## src/bsc_pkg.sv

```systemverilog
/*
  Package for the bitstream input and switch control block: mode codes,
  switch element layout, decode constants, timing counts and carriers.
  Assumes a single master clock at the rate given by clk_rate_hz below.
*/
package bsc_pkg;

  // ----------------------------------------------------------------
  // modes and clock
  // ----------------------------------------------------------------
  typedef enum logic [1:0] {
    BSC_MODE_SINE = 2'b00,
    BSC_MODE_DC = 2'b01,
    BSC_MODE_PULSE = 2'b10,
    BSC_MODE_EXT = 2'b11
  } bsc_mode_t;

  localparam int unsigned BSC_CLK_RATE_HZ = 20_000_000;
  localparam int unsigned BSC_SAMPLE_DIV = 16;
  localparam logic [3:0] BSC_PHASE_RST = 4'h0;
  // first sample lands on the eighth rising edge after the sync edge
  localparam logic [3:0] BSC_SYNC_PHASE = 4'h8;
  localparam logic [3:0] BSC_SAMPLE_PHASE = 4'hF;
  localparam int unsigned BSC_SYNC_SETTLE_CLKS = 400;
  localparam int unsigned BSC_SETTLE_US = 100;
  localparam int unsigned BSC_SETTLE_CLKS = BSC_CLK_RATE_HZ / 1_000_000 * BSC_SETTLE_US;

  // ----------------------------------------------------------------
  // density filter
  // ----------------------------------------------------------------
  // window of 64 samples: 16 ones = 25 %, 32 = 50 %, 48 = 75 %
  localparam int unsigned BSC_WIN_LEN = 64;
  localparam logic [6:0] BSC_WIN_MID = 7'h20;
  localparam logic [6:0] BSC_WIN_LO = 7'h10;
  localparam logic [6:0] BSC_WIN_HI = 7'h30;
  localparam logic [2:0] BSC_GAIN_MAX = 3'h6;

  // ----------------------------------------------------------------
  // switch elements, bit 0 is element one
  // ----------------------------------------------------------------
  localparam logic [4:0] BSC_SW_NONE = 5'h00;
  localparam logic [4:0] BSC_SW_DIFF = 5'h05;
  localparam logic [4:0] BSC_SW_REV = 5'h0A;
  localparam logic [4:0] BSC_SW_CMP = 5'h03;
  localparam logic [4:0] BSC_SW_CMN = 5'h0C;
  localparam logic [4:0] BSC_SW_SEP = 5'h01;
  localparam logic [4:0] BSC_SW_SEN = 5'h04;
  localparam logic [4:0] BSC_SW_SHORT = 5'h10;
  localparam logic [2:0] BSC_SWCFG_RST = 3'h0;
  localparam logic [1:0] BSC_BREAK_CLKS = 2'h2;

  typedef struct packed {
    logic element_five;
    logic element_four;
    logic element_three;
    logic element_two;
    logic element_one;
  } bsc_switch_t;

  typedef struct packed {
    logic signed [7:0] level;
    logic [2:0] gain;
  } bsc_sample_t;

endpackage : bsc_pkg

```

## src/bsc_ctrl.sv

```systemverilog
/*
  Bitstream input and output switch control: the shared pin either gates
  the switch or carries a ones-density bitstream sampled every 16 clocks.
  Assumes synchronous inputs on clk; mode, gain and switch code come from
  registers held elsewhere.
*/
`timescale 1ns/1ps
`default_nettype none

// What this block does
// - external mode bypasses generator, uses bitstream
// - bitstream sampled at one sixteenth clock
// - output proportional to density minus half
// - gain field scales output 1/1 to 1/64
// - output settles about 100 us after change
// - pulse mode disables output filter path
// - switch from config field and gate pin
// - break before make on any change
// - codes 000, 001, 010 decode
// - codes 011 to 111 decode
// - power down forces all elements open
// - shared pin function depends on mode
// - gate low opens all elements
// - gate high follows config field
// - sync rising zeroes output, sets phase
// - settled 400 clocks after sync
module bsc_ctrl
  import bsc_pkg::*;
(
  input wire logic clk,
  input wire logic sys_rst,
  input wire bsc_mode_t mode,
  input wire logic [2:0] analog_gain,
  input wire logic [2:0] switch_config_field,
  input wire logic switch_gate_or_bitstream_pin,
  input wire logic sync_in,
  input wire logic power_down,
  input wire logic gen_valid,
  input wire logic signed [7:0] gen_level,
  output logic gen_ready,
  output bsc_switch_t switch_elements,
  output logic out_valid,
  output bsc_sample_t out_data,
  input wire logic out_ready,
  output logic filter_enable,
  output logic ext_active,
  output logic settled,
  output logic bit_taken
);

  // ----------------------------------------------------------------
  // helpers
  // ----------------------------------------------------------------
  function automatic logic [4:0] sw_decode(input logic [2:0] code);
    case (code)
      3'b000: sw_decode = BSC_SW_NONE;
      3'b001: sw_decode = BSC_SW_DIFF;
      3'b010: sw_decode = BSC_SW_REV;
      3'b011: sw_decode = BSC_SW_CMP;
      3'b100: sw_decode = BSC_SW_CMN;
      3'b101: sw_decode = BSC_SW_SEP;
      3'b110: sw_decode = BSC_SW_SEN;
      3'b111: sw_decode = BSC_SW_SHORT;
      default: sw_decode = BSC_SW_NONE;
    endcase
  endfunction : sw_decode

  function automatic logic [2:0] gain_clip(input logic [2:0] g);
    gain_clip = (g > BSC_GAIN_MAX) ? BSC_GAIN_MAX : g;
  endfunction : gain_clip

  logic ext_mode;
  assign ext_mode = (mode == BSC_MODE_EXT);
  assign ext_active = ext_mode;

  // pulse mode is the only one that runs without the output filter
  assign filter_enable = (mode != BSC_MODE_PULSE);

  // ----------------------------------------------------------------
  // switch target and break-before-make
  // ----------------------------------------------------------------
  logic [4:0] sw_target;
  logic gate_lvl;
  always_comb begin
    // in external mode the pin carries data, so it cannot gate the switch
    gate_lvl = ext_mode ? 1'b1 : switch_gate_or_bitstream_pin;
    if (power_down) begin
      sw_target = BSC_SW_NONE;
    end else if (!gate_lvl) begin
      sw_target = BSC_SW_NONE;
    end else begin
      sw_target = sw_decode(switch_config_field);
    end
  end

  typedef enum logic [1:0] {
    BSC_SW_ST_HOLD = 2'b00,
    BSC_SW_ST_BREAK = 2'b01,
    BSC_SW_ST_MAKE = 2'b10
  } bsc_sw_state_t;

  bsc_sw_state_t sw_state_q;
  logic [4:0] sw_q;
  logic [1:0] brk_cnt_q;

  // state walk: hold, break for a fixed time, then make
  always_ff @(posedge clk) begin
    if (sys_rst) begin
      sw_state_q <= BSC_SW_ST_HOLD;
    end else begin
      case (sw_state_q)
        BSC_SW_ST_HOLD: begin
          if (sw_target != sw_q) begin
            sw_state_q <= BSC_SW_ST_BREAK;
          end
        end
        BSC_SW_ST_BREAK: begin
          if (brk_cnt_q <= 2'h1) begin
            sw_state_q <= BSC_SW_ST_MAKE;
          end
        end
        BSC_SW_ST_MAKE: begin
          sw_state_q <= BSC_SW_ST_HOLD;
        end
        default: begin
          sw_state_q <= BSC_SW_ST_HOLD;
        end
      endcase
    end
  end

  // break timer, loaded as the break starts
  always_ff @(posedge clk) begin
    if (sys_rst) begin
      brk_cnt_q <= 2'h0;
    end else if (sw_state_q == BSC_SW_ST_HOLD && sw_target != sw_q) begin
      brk_cnt_q <= BSC_BREAK_CLKS;
    end else if (sw_state_q == BSC_SW_ST_BREAK && brk_cnt_q > 2'h1) begin
      brk_cnt_q <= brk_cnt_q - 2'h1;
    end
  end

  // switch register: opened on any change, closed only from the make step
  always_ff @(posedge clk) begin
    if (sys_rst) begin
      sw_q <= BSC_SW_NONE;
    end else begin
      case (sw_state_q)
        BSC_SW_ST_HOLD: begin
          if (sw_target != sw_q) begin
            // open first, whatever the new target holds
            sw_q <= BSC_SW_NONE;
          end
        end
        BSC_SW_ST_MAKE: begin
          // a target that moved during the break is picked up here
          sw_q <= sw_target;
        end
        default: begin
          sw_q <= BSC_SW_NONE;
        end
      endcase
    end
  end
  // power-down also bypasses the sequencer so the open is immediate
  assign switch_elements = power_down ? BSC_SW_NONE : sw_q;

  // ----------------------------------------------------------------
  // sample phase and sync
  // ----------------------------------------------------------------
  logic sync_q;
  logic sync_rise;
  logic [3:0] phase_q;
  logic sample_now;

  assign sync_rise = sync_in && !sync_q;
  assign sample_now = ext_mode && (phase_q == BSC_SAMPLE_PHASE);

  always_ff @(posedge clk) begin
    if (sys_rst) begin
      sync_q <= 1'b0;
    end else begin
      sync_q <= sync_in;
    end
  end

  // phase counts the master clock; divider by 16 sets the bit rate
  always_ff @(posedge clk) begin
    if (sys_rst) begin
      phase_q <= BSC_PHASE_RST;
    end else if (ext_mode && sync_rise) begin
      phase_q <= BSC_SYNC_PHASE;
    end else begin
      phase_q <= phase_q + 4'h1;
    end
  end

  assign bit_taken = sample_now;

  // ----------------------------------------------------------------
  // density filter: moving sum of the last 64 samples
  // ----------------------------------------------------------------
  logic [BSC_WIN_LEN-1:0] win_q;
  logic [6:0] ones_q;
  logic win_clr;

  // mid-scale history means zero output after a sync
  assign win_clr = !ext_mode || sync_rise;

  always_ff @(posedge clk) begin
    if (sys_rst || win_clr) begin
      win_q <= {(BSC_WIN_LEN / 2){2'b01}};
    end else if (sample_now) begin
      win_q <= {win_q[BSC_WIN_LEN-2:0], switch_gate_or_bitstream_pin};
    end
  end

  // running count beside the window, so no 64-input adder is needed
  always_ff @(posedge clk) begin
    if (sys_rst || win_clr) begin
      ones_q <= BSC_WIN_MID;
    end else if (sample_now) begin
      ones_q <= ones_q + {6'h00, switch_gate_or_bitstream_pin} -
                {6'h00, win_q[BSC_WIN_LEN-1]};
    end
  end

  // (ones - 50 %) / 25 %, scaled so full scale reads +/-127
  function automatic logic signed [7:0] density_level(input logic [6:0] ones);
    logic signed [8:0] diff;
    logic signed [8:0] lvl;
    diff = $signed({2'b00, ones}) - $signed({2'b00, BSC_WIN_MID});
    lvl = diff * 9'sd8;
    if (ones >= BSC_WIN_HI) begin
      density_level = 8'sd127;
    end else if (ones <= BSC_WIN_LO) begin
      density_level = -8'sd127;
    end else begin
      density_level = lvl[7:0];
    end
  endfunction : density_level

  // ----------------------------------------------------------------
  // source select into the two-entry buffer
  // ----------------------------------------------------------------
  logic src_valid;
  bsc_sample_t src_data;
  logic src_ready;

  always_comb begin
    if (ext_mode) begin
      // generator is ignored; the bitstream alone drives the output
      src_valid = sample_now || sync_rise;
      // a sync pushes a zero word at once, ahead of the first new sample
      if (sync_rise) begin
        src_data.level = 8'sh00;
      end else begin
        src_data.level = density_level(ones_q);
      end
    end else begin
      src_valid = gen_valid;
      src_data.level = gen_level;
    end
    src_data.gain = gain_clip(analog_gain);
  end
  // generator is stalled by the buffer, never by a dropped word
  assign gen_ready = ext_mode ? 1'b0 : src_ready;

  bsc_sample_t buf_q [2];
  logic [1:0] cnt_q;
  logic rd_ptr_q;
  logic wr_ptr_q;
  logic push;
  logic pop;

  assign src_ready = (cnt_q != 2'h2);
  assign push = src_valid && src_ready;
  assign pop = out_valid && out_ready;
  assign out_valid = (cnt_q != 2'h0);
  assign out_data = buf_q[rd_ptr_q];

  always_ff @(posedge clk) begin
    if (sys_rst) begin
      buf_q[0] <= '0;
      buf_q[1] <= '0;
    end else if (push) begin
      buf_q[wr_ptr_q] <= src_data;
    end
  end

  always_ff @(posedge clk) begin
    if (sys_rst) begin
      wr_ptr_q <= 1'b0;
      rd_ptr_q <= 1'b0;
    end else begin
      if (push) begin
        wr_ptr_q <= ~wr_ptr_q;
      end
      if (pop) begin
        rd_ptr_q <= ~rd_ptr_q;
      end
    end
  end

  // a count, not a pointer compare, tells full from empty with 1-bit pointers
  always_ff @(posedge clk) begin
    if (sys_rst) begin
      cnt_q <= 2'h0;
    end else begin
      cnt_q <= cnt_q + {1'b0, push} - {1'b0, pop};
    end
  end

  // ----------------------------------------------------------------
  // settling indication
  // ----------------------------------------------------------------
  logic [11:0] settle_q;
  logic [11:0] settle_need;
  logic signed [7:0] last_lvl_q;
  logic step_seen;

  // in external mode the level moves with every sample, so only a sync
  // restarts the count there and 400 clocks suffice; in sine and DC mode a step
  // restarts it and 100 us are needed
  assign settle_need = ext_mode ? 12'(BSC_SYNC_SETTLE_CLKS) : 12'(BSC_SETTLE_CLKS);
  assign step_seen = push && (src_data.level != last_lvl_q);

  always_ff @(posedge clk) begin
    if (sys_rst) begin
      last_lvl_q <= 8'sh00;
    end else if (push) begin
      last_lvl_q <= src_data.level;
    end
  end

  always_ff @(posedge clk) begin
    if (sys_rst || (ext_mode && sync_rise)) begin
      settle_q <= 12'h000;
    end else if (step_seen && filter_enable && !ext_mode) begin
      settle_q <= 12'h000;
    end else if (settle_q != 12'hFFF) begin
      settle_q <= settle_q + 12'h001;
    end
  end

  // pulse mode has no filter, so it counts as settled at once
  assign settled = !filter_enable || (settle_q >= settle_need);

endmodule : bsc_ctrl

`default_nettype wire

```

## config.mk

```make
export PLATFORM = sky130hd
export DESIGN_NAME = bsc_ctrl
export DESIGN_NICKNAME = d
export VERILOG_FILES = /design/src/bsc_pkg.sv /design/src/bsc_ctrl.sv
export SDC_FILE = /design/constraint.sdc
export NUM_CORES = 1
export LEC_CHECK = 0
export ABC_AREA = 1
export BUFFER_PORTS_ARGS = -buffer_cell sky130_fd_sc_hd__clkbuf_2
export CAP_MARGIN = 10
export CORE_MARGIN = 3
export CORE_UTILIZATION = 55
export CTS_BUF_LIST = sky130_fd_sc_hd__clkbuf_16
export CTS_CLUSTER_DIAMETER = 60
export CTS_CLUSTER_SIZE = 24
export DETAILED_ROUTE_END_ITERATION = 7
export PLACE_DENSITY = 0.78
export SLEW_MARGIN = 20
export SYNTH_ARGS = -nofsm -noshare
export SYNTH_HDL_FRONTEND = slang
export SYNTH_SLANG_ARGS = --single-unit
```

## constraint.sdc

```tcl
create_clock -name clk -period 3.34 [get_ports clk]
set_clock_uncertainty 0.1 [all_clocks]
set_input_delay 0.167 -clock clk [delete_from_list [all_inputs] [get_ports clk]]
set_output_delay 0.167 -clock clk [all_outputs]
set_load 0.05 [all_outputs]
```

==> impl_metrics.csv <==
group,metric,value,unit
synthesis,synth-xor-area-share,0.02912,
final_layout,fill_cells,818,
routing,postRouteWirelength,12430,um
timing,setup_viol,0,
synthesis,yosysWarnings,0,
floorplan,pin_count,45,
cts,cts_root_buf,"clkbuf_16",
placed_design,place_area,0.006302,mm2
critical_path,cp_slowest_cell,"fa_1",
synthesis,synth-compound-area-share,0.08798,
timing,fmax,386.4,MHz
final_layout,area_growth_syn_to_layout,15.93,%
critical_path,crit_chain,"inv_1, ha_1, inv_1, ha_1, inv_1, fa_1, nor2_1, nor2_1, o21bai_1, a21o_1, a21oi_1, xor2_1, o21ai_0, inv_1",
timing,setup_tns,0,ns
synthesis,synth_top_family_by_area,"simple AND/OR/NAND/NOR gates",
floorplan,dieArea,0.01223,mm2
synthesis,ys_async_sr_fraction,0,
cts,clockBufferDepth,2,
timing,final.period_utilization,0.7748,
final_layout,fin_area,0.006974,mm2
final_layout,layout.area.seq,0.002863,mm2
cts,cts.reportedPaths.clkPinSlew,0.06,ns
grt,grt_max_degree,76,
synthesis,synth.cell_area,0.006016,mm2
synthesis,synth.area.top_cells,"dfxtp_1 (37%), edfxtp_1 (11%), nand2_1 (8.4%), nor2_1 (8.0%), inv_1 (4.7%)",
grt,grt_pass1_vias,4663,
synthesis,avgSynthCellArea,7.957,um2
timing,slew_headroom,0.5346,
routing,drtIter0Drc,259,
synthesis,synth.area.mux_share,0.02059,
synthesis,synth_top_area_share,0.3661,
grt,grt_util_all_layers,0.2108,
placed_design,gp_congestion,0.8144,
final_layout,nets,843,
cts,postCtsSetupRepairBufs,0,
routing,drt_first_pass_iters,5,
critical_path,worst_path_most_repeated_cell,"inv_1",
cts,cts_tree,"done",
timing,hold_viol,0,
job,max-cap-violations,0,
outcome,outcome,"finished clean",
critical_path,critPathCaptureType,"register",
routing,ant_nets,0,
timing,tightest_slew,0.6981,ns
final_layout,antenna_cells,0,
synthesis,yosys.area.top_type,"dfxtp_1",
critical_path,worst_setup_path_start_kind,"register",
grt,grt_overflow,0,
critical_path,cp_top_family,"adder cells",
power,p_total,4.350,mW
routing,via_count,4931,
critical_path,cp_max_fo,4,
power,power.density,623.7,mW/mm2
synthesis,synth_adder_area_share,0.04908,
critical_path,cp_data_arrival_time,2.80,ns
floorplan,die_y,110.6,um
synthesis,ys_seq_area_frac,0.4759,
routing,drc,0,
floorplan,rows,37,
hold_path,hold_class,"in -> reg",
synthesis,synth_edf_count,22,
critical_path,path_class,"reg -> reg",
final_layout,drive_gt1_frac,0.1531,
floorplan,die_w,110.6,um
grt,antenna_found_initial,0,
critical_path,crit_path_max_incr_delay,0.40,ns
placed_design,portBuffers,44,
placed_design,dp_hpwl,8164,um
cts,cts_buffers,17,
synthesis,synth-main-ff-cell,"dfxtp_1",
timing,min_period,2.588,ns
timing,rsz0062_at_grt,"false",
final_layout,final_util,0.6666,
synthesis,syn-num-nets,802,
timing,slew_viol_final,0,
power,p_leak,3.213,nW
cts,htreeDepth,4,
routing,wl_per_cell,13.14,um
power,peakVddDrop,373.9,uV
floorplan,core-area,0.01046,mm2
critical_path,critPathBufInv,4,
grt,grt_pass1_wl,21430,um
final_layout,multi_input_area,0.002723,mm2
synthesis,synthCells,756,
synthesis,synth_cell_type_count,39,
synthesis,synth-seq-cells,132,
cts,insertion_delay,0.42,ns
floorplan,initial_core_util,0.5750,
synthesis,synth-simple-area-share,0.2646,
routing,vias_per_cell,5.212,
cts,numClockSinks,132,
critical_path,cp_data_required_time,3.55,ns
==> area by class of cell <==
cell class	count	share of cell area
clock buffer	17	0.06100
clock inverter	15	0.02817
inverter	79	0.04252
multi-input combinational	514	0.3904
sequential	132	0.4105
tap	136	0.02440
timing repair buffer	53	0.04306
==> sequential cells by signal, indices dropped and copies added (netlist names), named ones only <==
| name | count |
|---|---|
| win_q | 64 |
| sw_q | 5 |
| brk_cnt_q | 2 |
| cnt_q | 2 |
| rd_ptr_q | 1 |
| buf_q | 22 |
| settle_q | 12 |
| last_lvl_q | 8 |
| sw_state_q | 2 |
| wr_ptr_q | 1 |
| phase_q | 4 |
| ones_q | 7 |
| sync_q | 1 |
==> metal layers <==
metal  share of wire  vias up  global-route usage
met3           0.049       20             0.05315
met4           0.017        0             0.07718
li1                -     2508                   -
met2            0.49      117              0.3495
met1            0.45     2286              0.2661
met5               0        -                   0
==> worst min-delay path, delay by kind of cell <==
kind                   cells  cell delay (ns)
buffers and inverters      2             0.21
AND/OR/NAND/NOR            1             0.04
AO/OA/AOI/OAI              1             0.09
==> final timing paths <==
| kind | start | end | slack [ns] | cells past startpoint |
|---|---|---|---|---|
| setup / recovery | ones_q[0] | ones_q[6] | 0.75 | 14 |
| hold reg to reg | phase_q[0] | phase_q[0] | 0.36 | 1 |
| hold / removal | out_ready | rd_ptr_q | 0.04 | 4 |
| setup reg to reg | ones_q[0] | ones_q[6] | 0.75 | 14 |
==> metrics by stage <==
stage	std cells	hold slack, ns	worst slack, ns
after floorplan	756	0.2015	1.019
after global placement	909	0.3105	0.9218
after detailed placement	909	0.3242	0.8340
after CTS	946	0.01862	0.8007
after global routing	946	0.06728	0.6112
final	946	0.03686	0.7521
==> cells in the final DEF (no fill, tap or decap), types with 2 or more instances in the layout <==
| cell | n |
|---|---|
| nand2_1 | 135 |
| nor2_1 | 127 |
| dfxtp_1 | 110 |
| inv_1 | 76 |
| o21ai_0 | 56 |
| nand3_1 | 52 |
| clkbuf_2 | 44 |
| a21oi_1 | 33 |
| ha_1 | 22 |
| edfxtp_1 | 22 |
| xor2_1 | 17 |
| clkbuf_16 | 17 |
| nor2_2 | 14 |
| mux2_2 | 11 |
| nand4_1 | 11 |
| dlygate4sd3_1 | 5 |
| nand2_2 | 4 |
| or2_2 | 4 |
| inv_6 | 4 |
| buf_4 | 4 |
| inv_2 | 3 |
| xnor2_1 | 3 |
| nor3_1 | 3 |
| clkinvlp_4 | 3 |
| clkinv_4 | 3 |
| bufinv_16 | 3 |
| nor3_4 | 2 |
| o211ai_1 | 2 |
| o21bai_1 | 2 |
| a211oi_1 | 2 |
| nand3b_1 | 2 |
| inv_8 | 2 |
==> synth_stat cells (2+ instances only) <==
library cell and instances:
o21ai_0 56, clkbuf_1 22, nand3b_1 2, edfxtp_1 22, inv_1 76, buf_2 5, nor2_1 128, nor2_2 14
o21bai_1 2, nand4_1 11, nand2_1 135, ha_1 22, nor3_1 3, nor3_4 2, xor2_1 17, nand3_1 52
o211ai_1 2, a211oi_1 2, inv_2 3, a21oi_1 33, or2_2 4, mux2_2 11, dfxtp_1 110, buf_6 2
nand2_2 4, xnor2_1 3
==> power by group <==
| part | total [mW] | internal [mW] | switching (mW) |
|---|---|---|---|
| clock | 1.95 | 1.20 | 0.757 |
| sequential | 1.77 | 1.71 | 0.0575 |
| combinational | 0.631 | 0.188 | 0.443 |
| total | 4.35 | 3.09 | 1.26 |
==> cell families (layout without fill, tap and decap cells) <==
family | after synthesis | count (layout)
flip-flops | 132 | 132
buffers and inverters | 110 | 164
adder cells (fa/ha/maj) | 23 | 23
XOR/XNOR | 20 | 20
multiplexers | 11 | 11
AND/OR/NAND/NOR | 361 | 361
AO/OA/AOI/OAI | 99 | 99
==> timing repair <==
action | in CTS | in global routing
gates resized for setup | 0 | 0
hold buffers | 5 | 0
endpoints found under the hold margin | 6 | 0
setup endpoints to repair | 0 | 0
Power figures use the tool's default switching activity.
